===== config.mk =====
export PLATFORM = sky130hd
export DESIGN_NAME = ttmc_top
export DESIGN_NICKNAME = d
export VERILOG_FILES = /design/src/design/ttmc_pkg.sv /design/src/design/ttmc_sync.sv /design/src/design/ttmc_mem.sv /design/src/design/ttmc_top.sv
export SDC_FILE = /design/constraint.sdc
export NUM_CORES = 2
export LEC_CHECK = 0
export BUFFER_PORTS_ARGS = -buffer_cell sky130_fd_sc_hd__buf_2
export CAP_MARGIN = 20
export CORE_ASPECT_RATIO = 0.5
export CORE_MARGIN = 5
export CORE_UTILIZATION = 35
export CTS_CLUSTER_SIZE = 8
export DETAILED_ROUTE_END_ITERATION = 6
export PLACE_DENSITY = 0.58
export SYNTH_ARGS = -nofsm -noshare
export SYNTH_HDL_FRONTEND = slang
export SYNTH_SLANG_ARGS = --single-unit
export TNS_END_PERCENT = 5

===== constraint.sdc =====
create_clock -name pclk -period 17.5 [get_ports pclk]
set_input_delay 0 -clock pclk [delete_from_list [all_inputs] [get_ports pclk]]
set_output_delay 0 -clock pclk [all_outputs]
set_load 0.01 [all_outputs]

===== src/design/ttmc_pkg.sv =====
/*
  Shared constants and types of the task trigger and mode controller:
  register offsets, field positions, reset values, codes and timing.
  Assumes a 100 MHz pclk and a 32-bit APB register bus.
*/
package ttmc_pkg;

  // ==========================================================
  // Sizes and ranges
  localparam int NSLOT = 16;
  localparam int NALL = 17;
  localparam logic [5:0] NUM_MIN = 6'h18;
  localparam logic [5:0] NUM_MAX = 6'h27;
  localparam logic [2:0] PRIO_MIN = 3'h2;
  localparam logic [2:0] PRIO_MAX = 3'h7;

  // ==========================================================
  // Register offsets
  localparam logic [7:0] A_CTRL = 8'h00;
  localparam logic [7:0] A_STAT = 8'h04;
  localparam logic [7:0] A_SEL = 8'h08;
  localparam logic [7:0] A_CFG = 8'h0C;
  localparam logic [7:0] A_SRC = 8'h10;
  localparam logic [7:0] A_HSC = 8'h14;
  localparam logic [7:0] A_PEND = 8'h18;

  // ==========================================================
  // Field positions
  localparam int F_EN = 0;
  localparam int F_PRIO = 1;
  localparam int F_NUM = 4;
  localparam int F_WORD = 10;
  localparam int F_COND = 11;
  localparam int F_CH = 10;
  localparam int S_REFUSED = 4;
  localparam int S_CFG_ERR = 5;
  localparam int S_PROG_ERR = 6;
  localparam int S_BUSY = 7;

  // ==========================================================
  // Codes and reset values
  localparam logic [2:0] C_RISE = 3'h0;
  localparam logic [2:0] C_FALL = 3'h1;
  localparam logic [2:0] C_TRANS = 3'h2;
  localparam logic [2:0] C_ON = 3'h3;
  localparam logic [2:0] C_OFF = 3'h4;
  localparam logic [2:0] C_LT = 3'h0;
  localparam logic [2:0] C_LE = 3'h1;
  localparam logic [2:0] C_EQ = 3'h2;
  localparam logic [2:0] C_GE = 3'h3;
  localparam logic [2:0] C_GT = 3'h4;
  localparam logic [1:0] CMD_RUN = 2'h1;
  localparam logic [1:0] CMD_STOP = 2'h2;
  localparam logic [1:0] CMD_DBG = 2'h3;
  localparam logic [1:0] MODE_STOP = 2'h0;
  localparam logic [1:0] MODE_RUN = 2'h1;
  localparam logic [1:0] MODE_DBG = 2'h2;
  localparam logic [2:0] PRIO_RST = 3'h7;
  localparam logic [5:0] NUM_RST = 6'h00;

  // ==========================================================
  // Timing
  localparam int CLK_PERIOD_NS = 10;
  localparam int HSC_POLL_US = 250;
  localparam int HSC_POLL_CYC = HSC_POLL_US * 1000 / CLK_PERIOD_NS;

  typedef enum logic [2:0] {
    ST_STOP_ENT, ST_STOP, ST_RUN_ENT, ST_RUN, ST_DBG_ENT, ST_DBG
  } ttmc_mode_t;

  typedef enum logic [1:0] {W_IDLE, W_SRC, W_WAIT, W_EVAL} ttmc_walk_t;

endpackage : ttmc_pkg


===== src/design/ttmc_sync.sv =====
/*
  Two-flop synchroniser for asynchronous pin levels.
  Assumes the input is a slow level such as a panel switch.
*/
`timescale 1ns/1ps
module ttmc_sync #(
  parameter int W = 1
) (
  input wire logic pclk,
  input wire logic presetn,
  input wire logic ce,
  input wire logic [W-1:0] d,
  output logic [W-1:0] q
);
  logic [W-1:0] meta_ff;
  logic [W-1:0] sync_ff;

  always_ff @(posedge pclk or negedge presetn) begin
    if (!presetn) begin
      meta_ff <= '0;
      sync_ff <= '0;
    end else if (ce) begin
      meta_ff <= d;
      sync_ff <= meta_ff;
    end
  end

  assign q = sync_ff;
endmodule : ttmc_sync


===== src/design/ttmc_mem.sv =====
/*
  Small memory holding the watched address and compare word of each
  trigger slot. One write port, one read port, registered read data.
  Assumes writes and reads come from the same clock domain.
*/
`timescale 1ns/1ps
module ttmc_mem #(
  parameter int DW = 32,
  parameter int DEPTH = 16,
  parameter int AW = 4
) (
  input wire logic pclk,
  input wire logic presetn,
  input wire logic ce,
  input wire logic we,
  input wire logic [AW-1:0] waddr,
  input wire logic [DW-1:0] wdata,
  input wire logic re,
  input wire logic [AW-1:0] raddr,
  output logic [DW-1:0] rdata
);
  logic [DW-1:0] mem [DEPTH];
  logic [DW-1:0] rdata_ff;

  always_ff @(posedge pclk) begin
    if (ce && we) begin
      mem[waddr] <= wdata;
    end
  end

  always_ff @(posedge pclk or negedge presetn) begin
    if (!presetn) begin
      rdata_ff <= '0;
    end else if (ce && re) begin
      rdata_ff <= mem[raddr];
    end
  end

  assign rdata = rdata_ff;
endmodule : ttmc_mem


===== src/design/ttmc_top.sv =====
/*
  Task trigger and operating mode controller: end-of-scan checks of
  internal-device trigger slots, counter-match task polling, task
  request arbitration and the RUN/STOP/DEBUG mode sequencer.
  Assumes an APB master, a scan executor on pclk that answers a device
  word read one cycle after dev_addr, and a panel switch on a pin.
*/
`timescale 1ns/1ps
module ttmc_top #(
  parameter int NCH = 2,
  parameter int HSC_POLL = ttmc_pkg::HSC_POLL_CYC
) (
  input wire logic pclk,
  input wire logic presetn,
  input wire logic ce,
  input wire logic psel,
  input wire logic penable,
  input wire logic pwrite,
  input wire logic [7:0] paddr,
  input wire logic [31:0] pwdata,
  output logic [31:0] prdata,
  output logic pready,
  output logic pslverr,
  input wire logic sw_run_pin,
  input wire logic prog_valid,
  input wire logic scan_end,
  input wire logic dbg_prog_end,
  output logic [11:0] dev_addr,
  input wire logic [15:0] dev_rdata,
  input wire logic [NCH*32-1:0] hsc_count,
  input wire logic [NCH*32-1:0] hsc_cmp0,
  output logic task_req_valid,
  output logic [5:0] task_req_num,
  output logic [2:0] task_req_prio,
  input wire logic task_ready,
  input wire logic task_done,
  input wire logic [5:0] task_done_num,
  output logic [1:0] mode,
  output logic data_init,
  output logic out_clear,
  output logic out_refresh,
  output logic in_refresh,
  output logic exec_en,
  output logic debug_en,
  output logic svc_en
);
  import ttmc_pkg::*;

  localparam int PW = $clog2(HSC_POLL + 1);
  localparam logic [PW-1:0] POLL_LAST = PW'(HSC_POLL - 1);

  // ==========================================================
  // Mode switch pin
  logic sw_s;
  logic sw_d_ff;
  logic sw_rise;
  logic sw_fall;

  ttmc_sync #(.W(1)) u_sync (
    .pclk(pclk),
    .presetn(presetn),
    .ce(ce),
    .d(sw_run_pin),
    .q(sw_s)
  );

  always_ff @(posedge pclk or negedge presetn) begin
    if (!presetn) begin
      sw_d_ff <= 1'b0;
    end else if (ce) begin
      sw_d_ff <= sw_s;
    end
  end

  assign sw_rise = sw_s & ~sw_d_ff;
  assign sw_fall = ~sw_s & sw_d_ff;

  // ==========================================================
  // APB slave
  function automatic logic f_mapped(input logic [7:0] a);
    return a inside {A_CTRL, A_STAT, A_SEL, A_CFG, A_SRC, A_HSC, A_PEND};
  endfunction : f_mapped

  logic wr;
  logic wr_ctrl;
  logic wr_stat;
  logic wr_cfg;
  logic wr_src;
  logic [31:0] rd_val;
  logic [31:0] prdata_ff;

  assign wr = psel & penable & pwrite & ce;
  assign wr_ctrl = wr & (paddr == A_CTRL);
  assign wr_stat = wr & (paddr == A_STAT);
  assign wr_cfg = wr & (paddr == A_CFG);
  assign wr_src = wr & (paddr == A_SRC);
  // Frozen clock enable also stalls the bus, so no write is lost
  assign pready = ce;
  assign pslverr = psel & penable & ~f_mapped(paddr);
  assign prdata = prdata_ff;

  // ==========================================================
  // Configuration registers
  logic [3:0] sel_ff;
  logic [NSLOT-1:0] en_ff;
  logic [NSLOT-1:0] word_ff;
  logic [2:0] prio_ff [NSLOT];
  logic [5:0] num_ff [NSLOT];
  logic [2:0] cond_ff [NSLOT];
  logic hsc_en_ff;
  logic [2:0] hsc_prio_ff;
  logic [5:0] hsc_num_ff;
  logic [1:0] hsc_ch_ff;
  logic cfg_ok;
  logic [5:0] nw_num;
  logic [2:0] nw_prio;

  assign nw_num = pwdata[F_NUM +: 6];
  assign nw_prio = pwdata[F_PRIO +: 3];

  always_comb begin
    cfg_ok = (nw_prio >= PRIO_MIN) && (nw_prio <= PRIO_MAX)
      && (nw_num >= NUM_MIN) && (nw_num <= NUM_MAX);
    for (int i = 0; i < NSLOT; i++) begin
      if (i != int'(sel_ff) && en_ff[i] && num_ff[i] == nw_num) begin
        cfg_ok = 1'b0;
      end
    end
    // Disabling a slot is always allowed
    if (!pwdata[F_EN]) begin
      cfg_ok = 1'b1;
    end
  end

  always_ff @(posedge pclk or negedge presetn) begin
    if (!presetn) begin
      sel_ff <= 4'h0;
      en_ff <= '0;
      word_ff <= '0;
      for (int i = 0; i < NSLOT; i++) begin
        prio_ff[i] <= PRIO_RST;
        num_ff[i] <= NUM_RST;
        cond_ff[i] <= C_RISE;
      end
    end else if (ce) begin
      if (wr & (paddr == A_SEL)) begin
        sel_ff <= pwdata[3:0];
      end
      if (wr_cfg && cfg_ok) begin
        en_ff[sel_ff] <= pwdata[F_EN];
        prio_ff[sel_ff] <= nw_prio;
        num_ff[sel_ff] <= nw_num;
        word_ff[sel_ff] <= pwdata[F_WORD];
        cond_ff[sel_ff] <= pwdata[F_COND +: 3];
      end
    end
  end

  always_ff @(posedge pclk or negedge presetn) begin
    if (!presetn) begin
      hsc_en_ff <= 1'b0;
      hsc_prio_ff <= PRIO_RST;
      hsc_num_ff <= NUM_RST;
      hsc_ch_ff <= 2'h0;
    end else if (ce && wr && paddr == A_HSC) begin
      hsc_en_ff <= pwdata[F_EN];
      hsc_prio_ff <= pwdata[F_PRIO +: 3];
      hsc_num_ff <= pwdata[F_NUM +: 6];
      hsc_ch_ff <= pwdata[F_CH +: 2];
    end
  end

  // ==========================================================
  // Mode sequencer
  ttmc_mode_t state_ff;
  ttmc_mode_t nxt_state;
  logic remote_ff;
  logic nxt_remote;
  logic set_refused;
  logic set_prog_err;
  logic cmd_v;
  logic run;

  assign cmd_v = wr_ctrl & (pwdata[1:0] != 2'h0);
  assign run = (state_ff == ST_RUN);

  always_comb begin
    nxt_state = state_ff;
    nxt_remote = remote_ff;
    set_refused = 1'b0;
    set_prog_err = 1'b0;
    unique case (state_ff)
      ST_RUN_ENT: begin
        if (prog_valid) begin
          nxt_state = ST_RUN;
        end else begin
          nxt_state = ST_STOP_ENT;
          nxt_remote = 1'b0;
          set_prog_err = 1'b1;
        end
        set_refused = cmd_v;
      end
      ST_STOP_ENT: begin
        nxt_state = ST_STOP;
        set_refused = cmd_v;
      end
      ST_DBG_ENT: begin
        nxt_state = ST_DBG;
        set_refused = cmd_v;
      end
      ST_STOP, ST_RUN, ST_DBG: begin
        if (sw_rise) begin
          nxt_state = ST_RUN_ENT;
          nxt_remote = 1'b0;
        end else if (sw_fall) begin
          nxt_state = ST_STOP_ENT;
          nxt_remote = 1'b0;
        end else if (cmd_v && sw_s) begin
          set_refused = 1'b1;
        end else if (cmd_v) begin
          unique case (pwdata[1:0])
            CMD_RUN: begin
              if (state_ff != ST_RUN) begin
                nxt_state = ST_RUN_ENT;
                nxt_remote = 1'b1;
              end
            end
            CMD_STOP: begin
              if (state_ff != ST_STOP) begin
                nxt_state = ST_STOP_ENT;
                nxt_remote = 1'b1;
              end
            end
            CMD_DBG: begin
              if (state_ff == ST_STOP) begin
                nxt_state = ST_DBG_ENT;
                nxt_remote = 1'b1;
              end else if (state_ff != ST_DBG) begin
                set_refused = 1'b1;
              end
            end
            default: begin
              set_refused = 1'b0;
            end
          endcase
        end
      end
    endcase
  end

  always_ff @(posedge pclk or negedge presetn) begin
    if (!presetn) begin
      state_ff <= ST_STOP_ENT;
      remote_ff <= 1'b0;
    end else if (ce) begin
      state_ff <= nxt_state;
      remote_ff <= nxt_remote;
    end
  end

  // ==========================================================
  // Mode outputs: entry pulses lag the entry state by one cycle
  logic [1:0] mode_ff;
  logic data_init_ff;
  logic out_clear_ff;
  logic out_refresh_ff;
  logic in_refresh_ff;
  logic exec_en_ff;
  logic debug_en_ff;
  logic svc_en_ff;

  always_ff @(posedge pclk or negedge presetn) begin
    if (!presetn) begin
      mode_ff <= MODE_STOP;
      data_init_ff <= 1'b0;
      out_clear_ff <= 1'b0;
      out_refresh_ff <= 1'b0;
      in_refresh_ff <= 1'b0;
      exec_en_ff <= 1'b0;
      debug_en_ff <= 1'b0;
      svc_en_ff <= 1'b0;
    end else if (ce) begin
      mode_ff <= (state_ff inside {ST_RUN_ENT, ST_RUN}) ? MODE_RUN :
        (state_ff inside {ST_DBG_ENT, ST_DBG}) ? MODE_DBG : MODE_STOP;
      data_init_ff <= state_ff inside {ST_RUN_ENT, ST_DBG_ENT};
      out_clear_ff <= state_ff inside {ST_STOP_ENT, ST_DBG_ENT};
      out_refresh_ff <= (state_ff == ST_STOP_ENT)
        || (state_ff == ST_DBG && dbg_prog_end);
      in_refresh_ff <= (state_ff == ST_DBG_ENT);
      exec_en_ff <= run;
      debug_en_ff <= (state_ff == ST_DBG);
      svc_en_ff <= state_ff inside {ST_STOP, ST_RUN, ST_DBG};
    end
  end

  assign mode = mode_ff;
  assign data_init = data_init_ff;
  assign out_clear = out_clear_ff;
  assign out_refresh = out_refresh_ff;
  assign in_refresh = in_refresh_ff;
  assign exec_en = exec_en_ff;
  assign debug_en = debug_en_ff;
  assign svc_en = svc_en_ff;

  // ==========================================================
  // End-of-scan walk over the trigger slots
  function automatic logic f_hit(input logic is_word, input logic [2:0] cond,
      input logic bit_now, input logic bit_prev, input logic [15:0] w,
      input logic [15:0] cmp);
    logic r;
    r = 1'b0;
    if (is_word) begin
      unique case (cond)
        C_LT: r = (w < cmp);
        C_LE: r = (w <= cmp);
        C_EQ: r = (w == cmp);
        C_GE: r = (w >= cmp);
        C_GT: r = (w > cmp);
        default: r = 1'b0;
      endcase
    end else begin
      unique case (cond)
        C_RISE: r = bit_now & ~bit_prev;
        C_FALL: r = ~bit_now & bit_prev;
        C_TRANS: r = bit_now ^ bit_prev;
        C_ON: r = bit_now;
        C_OFF: r = ~bit_now;
        default: r = 1'b0;
      endcase
    end
    return r;
  endfunction : f_hit

  ttmc_walk_t w_ff;
  logic [3:0] idx_ff;
  logic [31:0] src_ff;
  logic [11:0] dev_addr_ff;
  logic [NSLOT-1:0] prev_ff;
  logic mem_re;
  logic [3:0] mem_raddr;
  logic [31:0] mem_q;
  logic bit_now;
  logic req_int;
  logic last;

  assign last = (idx_ff == 4'hF);
  assign bit_now = dev_rdata[src_ff[3:0]];
  // Only the value at the sample counts; nothing is latched between
  assign req_int = (w_ff == W_EVAL) & en_ff[idx_ff] & run
    & f_hit(word_ff[idx_ff], cond_ff[idx_ff], bit_now, prev_ff[idx_ff],
      dev_rdata, src_ff[31:16]);

  always_comb begin
    mem_re = 1'b0;
    mem_raddr = idx_ff + 4'h1;
    if (w_ff == W_IDLE && scan_end && run) begin
      mem_re = 1'b1;
      mem_raddr = 4'h0;
    end else if (w_ff == W_EVAL && !last) begin
      mem_re = 1'b1;
    end
  end

  ttmc_mem #(.DW(32), .DEPTH(NSLOT), .AW(4)) u_mem (
    .pclk(pclk),
    .presetn(presetn),
    .ce(ce),
    .we(wr_src),
    .waddr(sel_ff),
    .wdata(pwdata),
    .re(mem_re),
    .raddr(mem_raddr),
    .rdata(mem_q)
  );

  // A scan end that arrives while a walk is in progress is ignored
  always_ff @(posedge pclk or negedge presetn) begin
    if (!presetn) begin
      w_ff <= W_IDLE;
      idx_ff <= 4'h0;
      src_ff <= '0;
      dev_addr_ff <= '0;
      prev_ff <= '0;
    end else if (ce) begin
      if (!run) begin
        w_ff <= W_IDLE;
      end else begin
        unique case (w_ff)
          W_IDLE: begin
            if (scan_end) begin
              w_ff <= W_SRC;
              idx_ff <= 4'h0;
            end
          end
          W_SRC: begin
            src_ff <= mem_q;
            dev_addr_ff <= mem_q[15:4];
            w_ff <= W_WAIT;
          end
          W_WAIT: begin
            w_ff <= W_EVAL;
          end
          W_EVAL: begin
            prev_ff[idx_ff] <= bit_now;
            idx_ff <= idx_ff + 4'h1;
            w_ff <= last ? W_IDLE : W_SRC;
          end
        endcase
      end
    end
  end

  assign dev_addr = dev_addr_ff;

  // ==========================================================
  // Counter-match polling
  logic [PW-1:0] poll_ff;
  logic hsc_hit;

  always_ff @(posedge pclk or negedge presetn) begin
    if (!presetn) begin
      poll_ff <= '0;
    end else if (ce) begin
      if (!run || poll_ff == POLL_LAST) begin
        poll_ff <= '0;
      end else begin
        poll_ff <= poll_ff + PW'(1);
      end
    end
  end

  assign hsc_hit = run && hsc_en_ff && poll_ff == POLL_LAST
    && int'(hsc_ch_ff) < NCH
    && hsc_count[int'(hsc_ch_ff) * 32 +: 32]
       == hsc_cmp0[int'(hsc_ch_ff) * 32 +: 32];

  // ==========================================================
  // Pending, running and arbitration
  logic [NALL-1:0] pend_ff;
  logic [NALL-1:0] run_ff;
  logic [NALL-1:0] set_v;
  logic [NALL-1:0] take_v;
  logic [NALL-1:0] done_v;
  logic [2:0] all_prio [NALL];
  logic [5:0] all_num [NALL];
  logic found;
  logic [2:0] best;
  logic [4:0] win;
  logic req_valid_ff;
  logic [5:0] req_num_ff;
  logic [2:0] req_prio_ff;
  logic [4:0] req_slot_ff;
  logic take;

  assign take = req_valid_ff & task_ready;

  always_comb begin
    set_v = '0;
    set_v[idx_ff] = req_int;
    set_v[NSLOT] = hsc_hit;
    take_v = '0;
    take_v[req_slot_ff] = take;
    for (int i = 0; i < NALL; i++) begin
      all_prio[i] = (i < NSLOT) ? prio_ff[i] : hsc_prio_ff;
      all_num[i] = (i < NSLOT) ? num_ff[i] : hsc_num_ff;
      done_v[i] = task_done && run_ff[i] && all_num[i] == task_done_num;
    end
    found = 1'b0;
    best = 3'h7;
    win = 5'h00;
    // Lower value wins, ties go to the lower slot
    for (int i = 0; i < NALL; i++) begin
      if (pend_ff[i] && (!found || all_prio[i] < best)) begin
        found = 1'b1;
        best = all_prio[i];
        win = 5'(i);
      end
    end
  end

  always_ff @(posedge pclk or negedge presetn) begin
    if (!presetn) begin
      pend_ff <= '0;
      run_ff <= '0;
    end else if (ce) begin
      if (run) begin
        pend_ff <= (pend_ff & ~take_v) | (set_v & ~pend_ff & ~run_ff);
      end else begin
        pend_ff <= '0;
      end
      run_ff <= (run_ff & ~done_v) | take_v;
    end
  end

  always_ff @(posedge pclk or negedge presetn) begin
    if (!presetn) begin
      req_valid_ff <= 1'b0;
      req_num_ff <= 6'h00;
      req_prio_ff <= 3'h0;
      req_slot_ff <= 5'h00;
    end else if (ce) begin
      req_valid_ff <= found & run & ~take;
      req_num_ff <= all_num[win];
      req_prio_ff <= best;
      req_slot_ff <= win;
    end
  end

  assign task_req_valid = req_valid_ff;
  assign task_req_num = req_num_ff;
  assign task_req_prio = req_prio_ff;

  // ==========================================================
  // Sticky status flags: a set in the clearing cycle wins
  logic refused_ff;
  logic cfg_err_ff;
  logic prog_err_ff;

  always_ff @(posedge pclk or negedge presetn) begin
    if (!presetn) begin
      refused_ff <= 1'b0;
      cfg_err_ff <= 1'b0;
      prog_err_ff <= 1'b0;
    end else if (ce) begin
      refused_ff <= set_refused
        | (refused_ff & ~(wr_stat & pwdata[S_REFUSED]));
      cfg_err_ff <= (wr_cfg & ~cfg_ok)
        | (cfg_err_ff & ~(wr_stat & pwdata[S_CFG_ERR]));
      prog_err_ff <= set_prog_err
        | (prog_err_ff & ~(wr_stat & pwdata[S_PROG_ERR]));
    end
  end

  // ==========================================================
  // Read data, captured in the setup cycle
  always_comb begin
    rd_val = 32'h0000_0000;
    unique case (paddr)
      A_STAT: rd_val = {24'h0, (w_ff != W_IDLE), prog_err_ff, cfg_err_ff,
        refused_ff, sw_s, remote_ff, mode_ff};
      A_SEL: rd_val = {28'h0, sel_ff};
      A_CFG: rd_val = {18'h0, cond_ff[sel_ff], word_ff[sel_ff],
        num_ff[sel_ff], prio_ff[sel_ff], en_ff[sel_ff]};
      A_HSC: rd_val = {20'h0, hsc_ch_ff, hsc_num_ff, hsc_prio_ff, hsc_en_ff};
      A_PEND: rd_val = {15'h0, pend_ff};
      default: rd_val = 32'h0000_0000;
    endcase
  end

  always_ff @(posedge pclk or negedge presetn) begin
    if (!presetn) begin
      prdata_ff <= 32'h0000_0000;
    end else if (ce && psel && !penable) begin
      prdata_ff <= rd_val;
    end
  end

endmodule : ttmc_top


==> run_results.csv <==
group,metric,value,unit
synth,synthesized_cell_area,47550,um2
route,ant_nets,0,
global_routing,number_of_antenna_violations_at_the_first_check_in_global_routing,8,
flow_run,drv_cap,0,
status,status,"complete, but fails checks",
setup_path,r2r_cells,105,
synth,postSynthAreaPerCell,13.17,um2
route,wl_per_cell,26.13,um
global_routing,grt_remaining_overflow,0,
clock_network,cts.clk_slew.worst_paths,0.05,ns
clock_network,htree_levels,4,
power_and_ir_drop,power.static_leakage,0.02206,uW
status,failed_checks,"setup timing",
sta,timing.final.ws_setup,-0.05614,ns
clock_network,clock_tree.buffer_depth,3,
floorplanning,die_outline_width,531.3,um
sta,worst-slew-pin-transition,1.132,ns
clock_network,clkLatencyLatePin,0.77,ns
sta,final_hold_viol_count,0,
floorplanning,floorplan.io_pins,267,
clock_network,cts.sinks,938,
floorplanning,floorplan.rows,95,
synth,synth-edff-count,512,
sta,skew,0.04507,ns
setup_path,worst-path-max-fanout,5,
setup_path,critical_path.slowest_cell,"sky130_fd_sc_hd__or4_4",
sta,max_freq,56.96,MHz
global_routing,total_global_route_track_usage,21.06,%
hold_path,worstHoldPathCells,6,
floorplanning,area_of_the_core_region,134700,um2
setup_path,setup.worst_path.end_class,"flip-flop",
route,dr_iter_0_viols,3272,
placement,placed_cell_area,51560,um2
floorplanning,die_height,270.6,um
synth,seq_area_frac_synth,54.88,%
synth,yosys.cell_types.count,111,
setup_path,crit_required,18.17,ns
placement,detailed_place_hpwl,100000,um
power_and_ir_drop,power.density,94.68,nW/um2
synth,main_synth_ff_type,"sky130_fd_sc_hd__edfxtp_1",
global_routing,grt_pass1_wl,227700,um
clock_network,numCtsBuffers,135,
route,postRouteWirelength,154500,um
hold_path,min-delay-start,"hsc_cmp0[20]",
route,route.detailed.vias_per_inst,5.688,
clock_network,cts_tree,"built",
power_and_ir_drop,ir_worst_vdd,97.93,uV
layout,final_core_utilization,42.50,%
setup_path,worstSetupStartpointType,"flip-flop",
setup_path,worst-r2r-setup-slack,-0.06,ns
sta,fin_worst_hold_slack,0.05470,ns
sta,setup_viol,1,
setup_path,critPathMaxStageDelay,0.56,ns
sta,slew_headroom,24.54,%
setup_path,cp.arrival,18.23,ns
placement,io_buffer_count,251,
route,drt-pass1-iter-count,6,
clock_network,cts.root.buffer_cell,"sky130_fd_sc_hd__clkbuf_16",
layout,num-fill-cells,12270,
synth,synthArstFlopShare,45.42,%
synth,synth_warnings,0,
setup_path,timing.critical_path.from,"all_prio[47]",
global_routing,grt_max_degree,170,
floorplanning,start_util,35.31,%
synth,number_of_cells_produced_by_synthesis,3610,
setup_path,worst_r2r_startpoint,"all_prio[47]",
sta,final_min_period_over_clock_period,100.3,%
floorplanning,dieArea,143800,um2
layout,post_route_cells_drive_above_1_share,33.76,%
synth,synth-seq-cells,938,
sta,final-max-slew-violation-count,0,
setup_path,critPathKind,"reg2reg",
hold_path,whs_endpoint,"pend_ff[16]",
global_routing,grt_pass1_vias,33350,
sta,post-route-min-period,17.56,ns
layout,finish.net_count,4264,
route,vias,33630,
setup_path,crit_path_frequent_cell,"sky130_fd_sc_hd__ha_4",
setup_path,critical_path.reg2reg.endpoint,"task_req_num[1]",
layout,design_area,57240,um2
layout,syn2layout_area_growth,20.38,%
route,drcViolationCount,0,
placement,globalplace.congestion,0.9553,
hold_path,min_path_type,"in2reg",
sta,unrepaired_setup_endpoints_after_global_routing,"true",
==> cell families after synthesis <==
group           share of synthesized area, %
buf+inv                                3.160
other cells                         0.007886
simple gates                           8.309
flops                                  54.88
fa+ha+maj                              1.323
compound gates                         9.554
mux                                    17.81
xor+xnor                               4.954
==> Yosys cell counts, types with 15 or more instances <==
| cell type | count | area share [%] |
|---|---|---|
| sky130_fd_sc_hd__clkbuf_1 | 179 | 1.4 |
| sky130_fd_sc_hd__xnor2_1 | 139 | 2.6 |
| sky130_fd_sc_hd__edfxtp_1 | 512 | 32 |
| sky130_fd_sc_hd__buf_4 | 32 | 0.51 |
| sky130_fd_sc_hd__buf_1 | 43 | 0.34 |
| sky130_fd_sc_hd__nor4_1 | 35 | 0.46 |
| sky130_fd_sc_hd__o21ai_0 | 278 | 2.9 |
| sky130_fd_sc_hd__nand3_1 | 39 | 0.41 |
| sky130_fd_sc_hd__o41ai_1 | 17 | 0.31 |
| sky130_fd_sc_hd__nand2b_1 | 22 | 0.29 |
| sky130_fd_sc_hd__nor2b_1 | 15 | 0.20 |
| sky130_fd_sc_hd__dfstp_2 | 51 | 2.8 |
| sky130_fd_sc_hd__nor3_1 | 41 | 0.43 |
| sky130_fd_sc_hd__nand4_1 | 54 | 0.71 |
| sky130_fd_sc_hd__o211ai_1 | 74 | 1.2 |
| sky130_fd_sc_hd__a21oi_1 | 85 | 0.89 |
| sky130_fd_sc_hd__nand2_1 | 221 | 1.7 |
| sky130_fd_sc_hd__xor2_1 | 130 | 2.4 |
| sky130_fd_sc_hd__a31oi_1 | 21 | 0.28 |
| sky130_fd_sc_hd__and2_1 | 22 | 0.29 |
| sky130_fd_sc_hd__mux2_2 | 325 | 7.7 |
| sky130_fd_sc_hd__o31ai_1 | 25 | 0.39 |
| sky130_fd_sc_hd__ha_1 | 47 | 1.2 |
| sky130_fd_sc_hd__and3_1 | 24 | 0.32 |
| sky130_fd_sc_hd__inv_1 | 78 | 0.62 |
| sky130_fd_sc_hd__mux2i_1 | 21 | 0.44 |
| sky130_fd_sc_hd__nor2_1 | 106 | 0.84 |
| sky130_fd_sc_hd__or3_1 | 134 | 1.8 |
| sky130_fd_sc_hd__o21a_1 | 17 | 0.27 |
| sky130_fd_sc_hd__dfrtp_1 | 375 | 20 |
| sky130_fd_sc_hd__mux4_2 | 203 | 9.6 |
==> per-layer routing <==
layer	track usage [%]	vias to the layer above	wire [um]
met4	6.829	4	4416
met1	30.21	17520	68690
li1	-	14620	-
met5	0	-	23
met3	3.809	236	10360
met2	32.39	1248	70980
==> how the worst max path moves through the flow <==
stage | endpoint | slack, ns
global placement | task_req_num[2] | -0.05
CTS | task_req_num[4] | -0.24
detailed placement | task_req_num[2] | -0.59
finish | task_req_num[1] | -0.06
floorplan | task_req_num[0] | -0.10
global route | task_req_num[1] | -0.94
==> worst max-delay path: cells and delay by family, from the launching register on <==
kind                     cells  cell delay, ns
multiplexers                10            2.37
AO/OA/AOI/OAI               43            6.56
adder cells (fa/ha/maj)     15            3.62
buffers and inverters       12            0.94
flip-flops                   1            0.55
AND/OR/NAND/NOR             25            3.39
==> registers in the layout (all words and copies together), names as in the netlist, 5 cells and up <==
signal / count
all_num: 96
all_prio: 48
cond_ff: 48
en_ff: 16
hsc_num_ff: 6
pend_ff: 17
poll_ff: 15
prdata: 17
prev_ff: 16
req_slot_ff: 5
run_ff: 17
src_ff: 32
task_req_num: 6
u_mem.mem: 512
u_mem.rdata: 32
word_ff: 16
==> per-stage QoR <==
| stage | setup slack, ns | setup TNS [ns] | power (uW) | std cells |
|---|---|---|---|---|
| after floorplan | -0.1048 | -0.4291 | 2775 | 3624 |
| after global placement | -0.04933 | -0.04933 | 2951 | 5560 |
| after detailed placement | -0.5893 | -3.578 | 2964 | 5561 |
| after CTS | -0.2441 | -1.263 | 5471 | 5868 |
| after global routing | -0.9389 | -9.456 | 5626 | 5909 |
| final | -0.05614 | -0.05614 | 5420 | 5912 |
==> cells in the final DEF, fill, tap and decap left out, types with 15 or more instances in the layout <==
cell	instances
sky130_fd_sc_hd__a21oi_1	70
sky130_fd_sc_hd__a31oi_1	19
sky130_fd_sc_hd__and2_1	18
sky130_fd_sc_hd__buf_2	249
sky130_fd_sc_hd__buf_4	191
sky130_fd_sc_hd__clkbuf_1	85
sky130_fd_sc_hd__clkbuf_16	137
sky130_fd_sc_hd__conb_1	15
sky130_fd_sc_hd__dfrtp_1	372
sky130_fd_sc_hd__dfstp_2	51
sky130_fd_sc_hd__dlygate4sd3_1	65
sky130_fd_sc_hd__edfxtp_1	512
sky130_fd_sc_hd__ha_1	32
sky130_fd_sc_hd__inv_1	69
sky130_fd_sc_hd__mux2_2	323
sky130_fd_sc_hd__mux4_2	203
sky130_fd_sc_hd__nand2_1	204
sky130_fd_sc_hd__nand2b_1	19
sky130_fd_sc_hd__nand3_1	37
sky130_fd_sc_hd__nand4_1	54
sky130_fd_sc_hd__nor2_1	88
sky130_fd_sc_hd__nor2_4	15
sky130_fd_sc_hd__nor2b_1	15
sky130_fd_sc_hd__nor3_1	37
sky130_fd_sc_hd__nor4_1	34
sky130_fd_sc_hd__o211ai_1	74
sky130_fd_sc_hd__o21ai_0	263
sky130_fd_sc_hd__o31ai_1	23
sky130_fd_sc_hd__o41ai_1	17
sky130_fd_sc_hd__or3_1	134
sky130_fd_sc_hd__xnor2_1	139
sky130_fd_sc_hd__xor2_1	130
==> timing repair <==
| item | in CTS | in global routing |
|---|---|---|
| hold buffers | 66 | 0 |
| hold endpoints to repair | 768 | 0 |
| setup buffers | 5 | 36 |
| gates resized for setup | 26 | 96 |
| pin swaps | 13 | 77 |
| endpoints found under the setup margin | 14 | 14 |
==> final cells by class <==
type,count,area [um2],area share [%]
flip-flops and latches,938,26110,45.61
clock inverters,14,312.8,0.5464
multi-input cells,2338,20900,36.51
well taps,1794,2245,3.921
repair buffers,522,3608,6.304
diodes,4,10.01,0.01749
clock buffers,222,3747,6.546
inverters,80,307.8,0.5377
==> power breakdown <==
group	switching, uW	internal, uW	total (uW)
sequential	62.4	2410	2470
combinational	266	201	467
clock	1010	1470	2480
(Power assumes the default switching activity.)
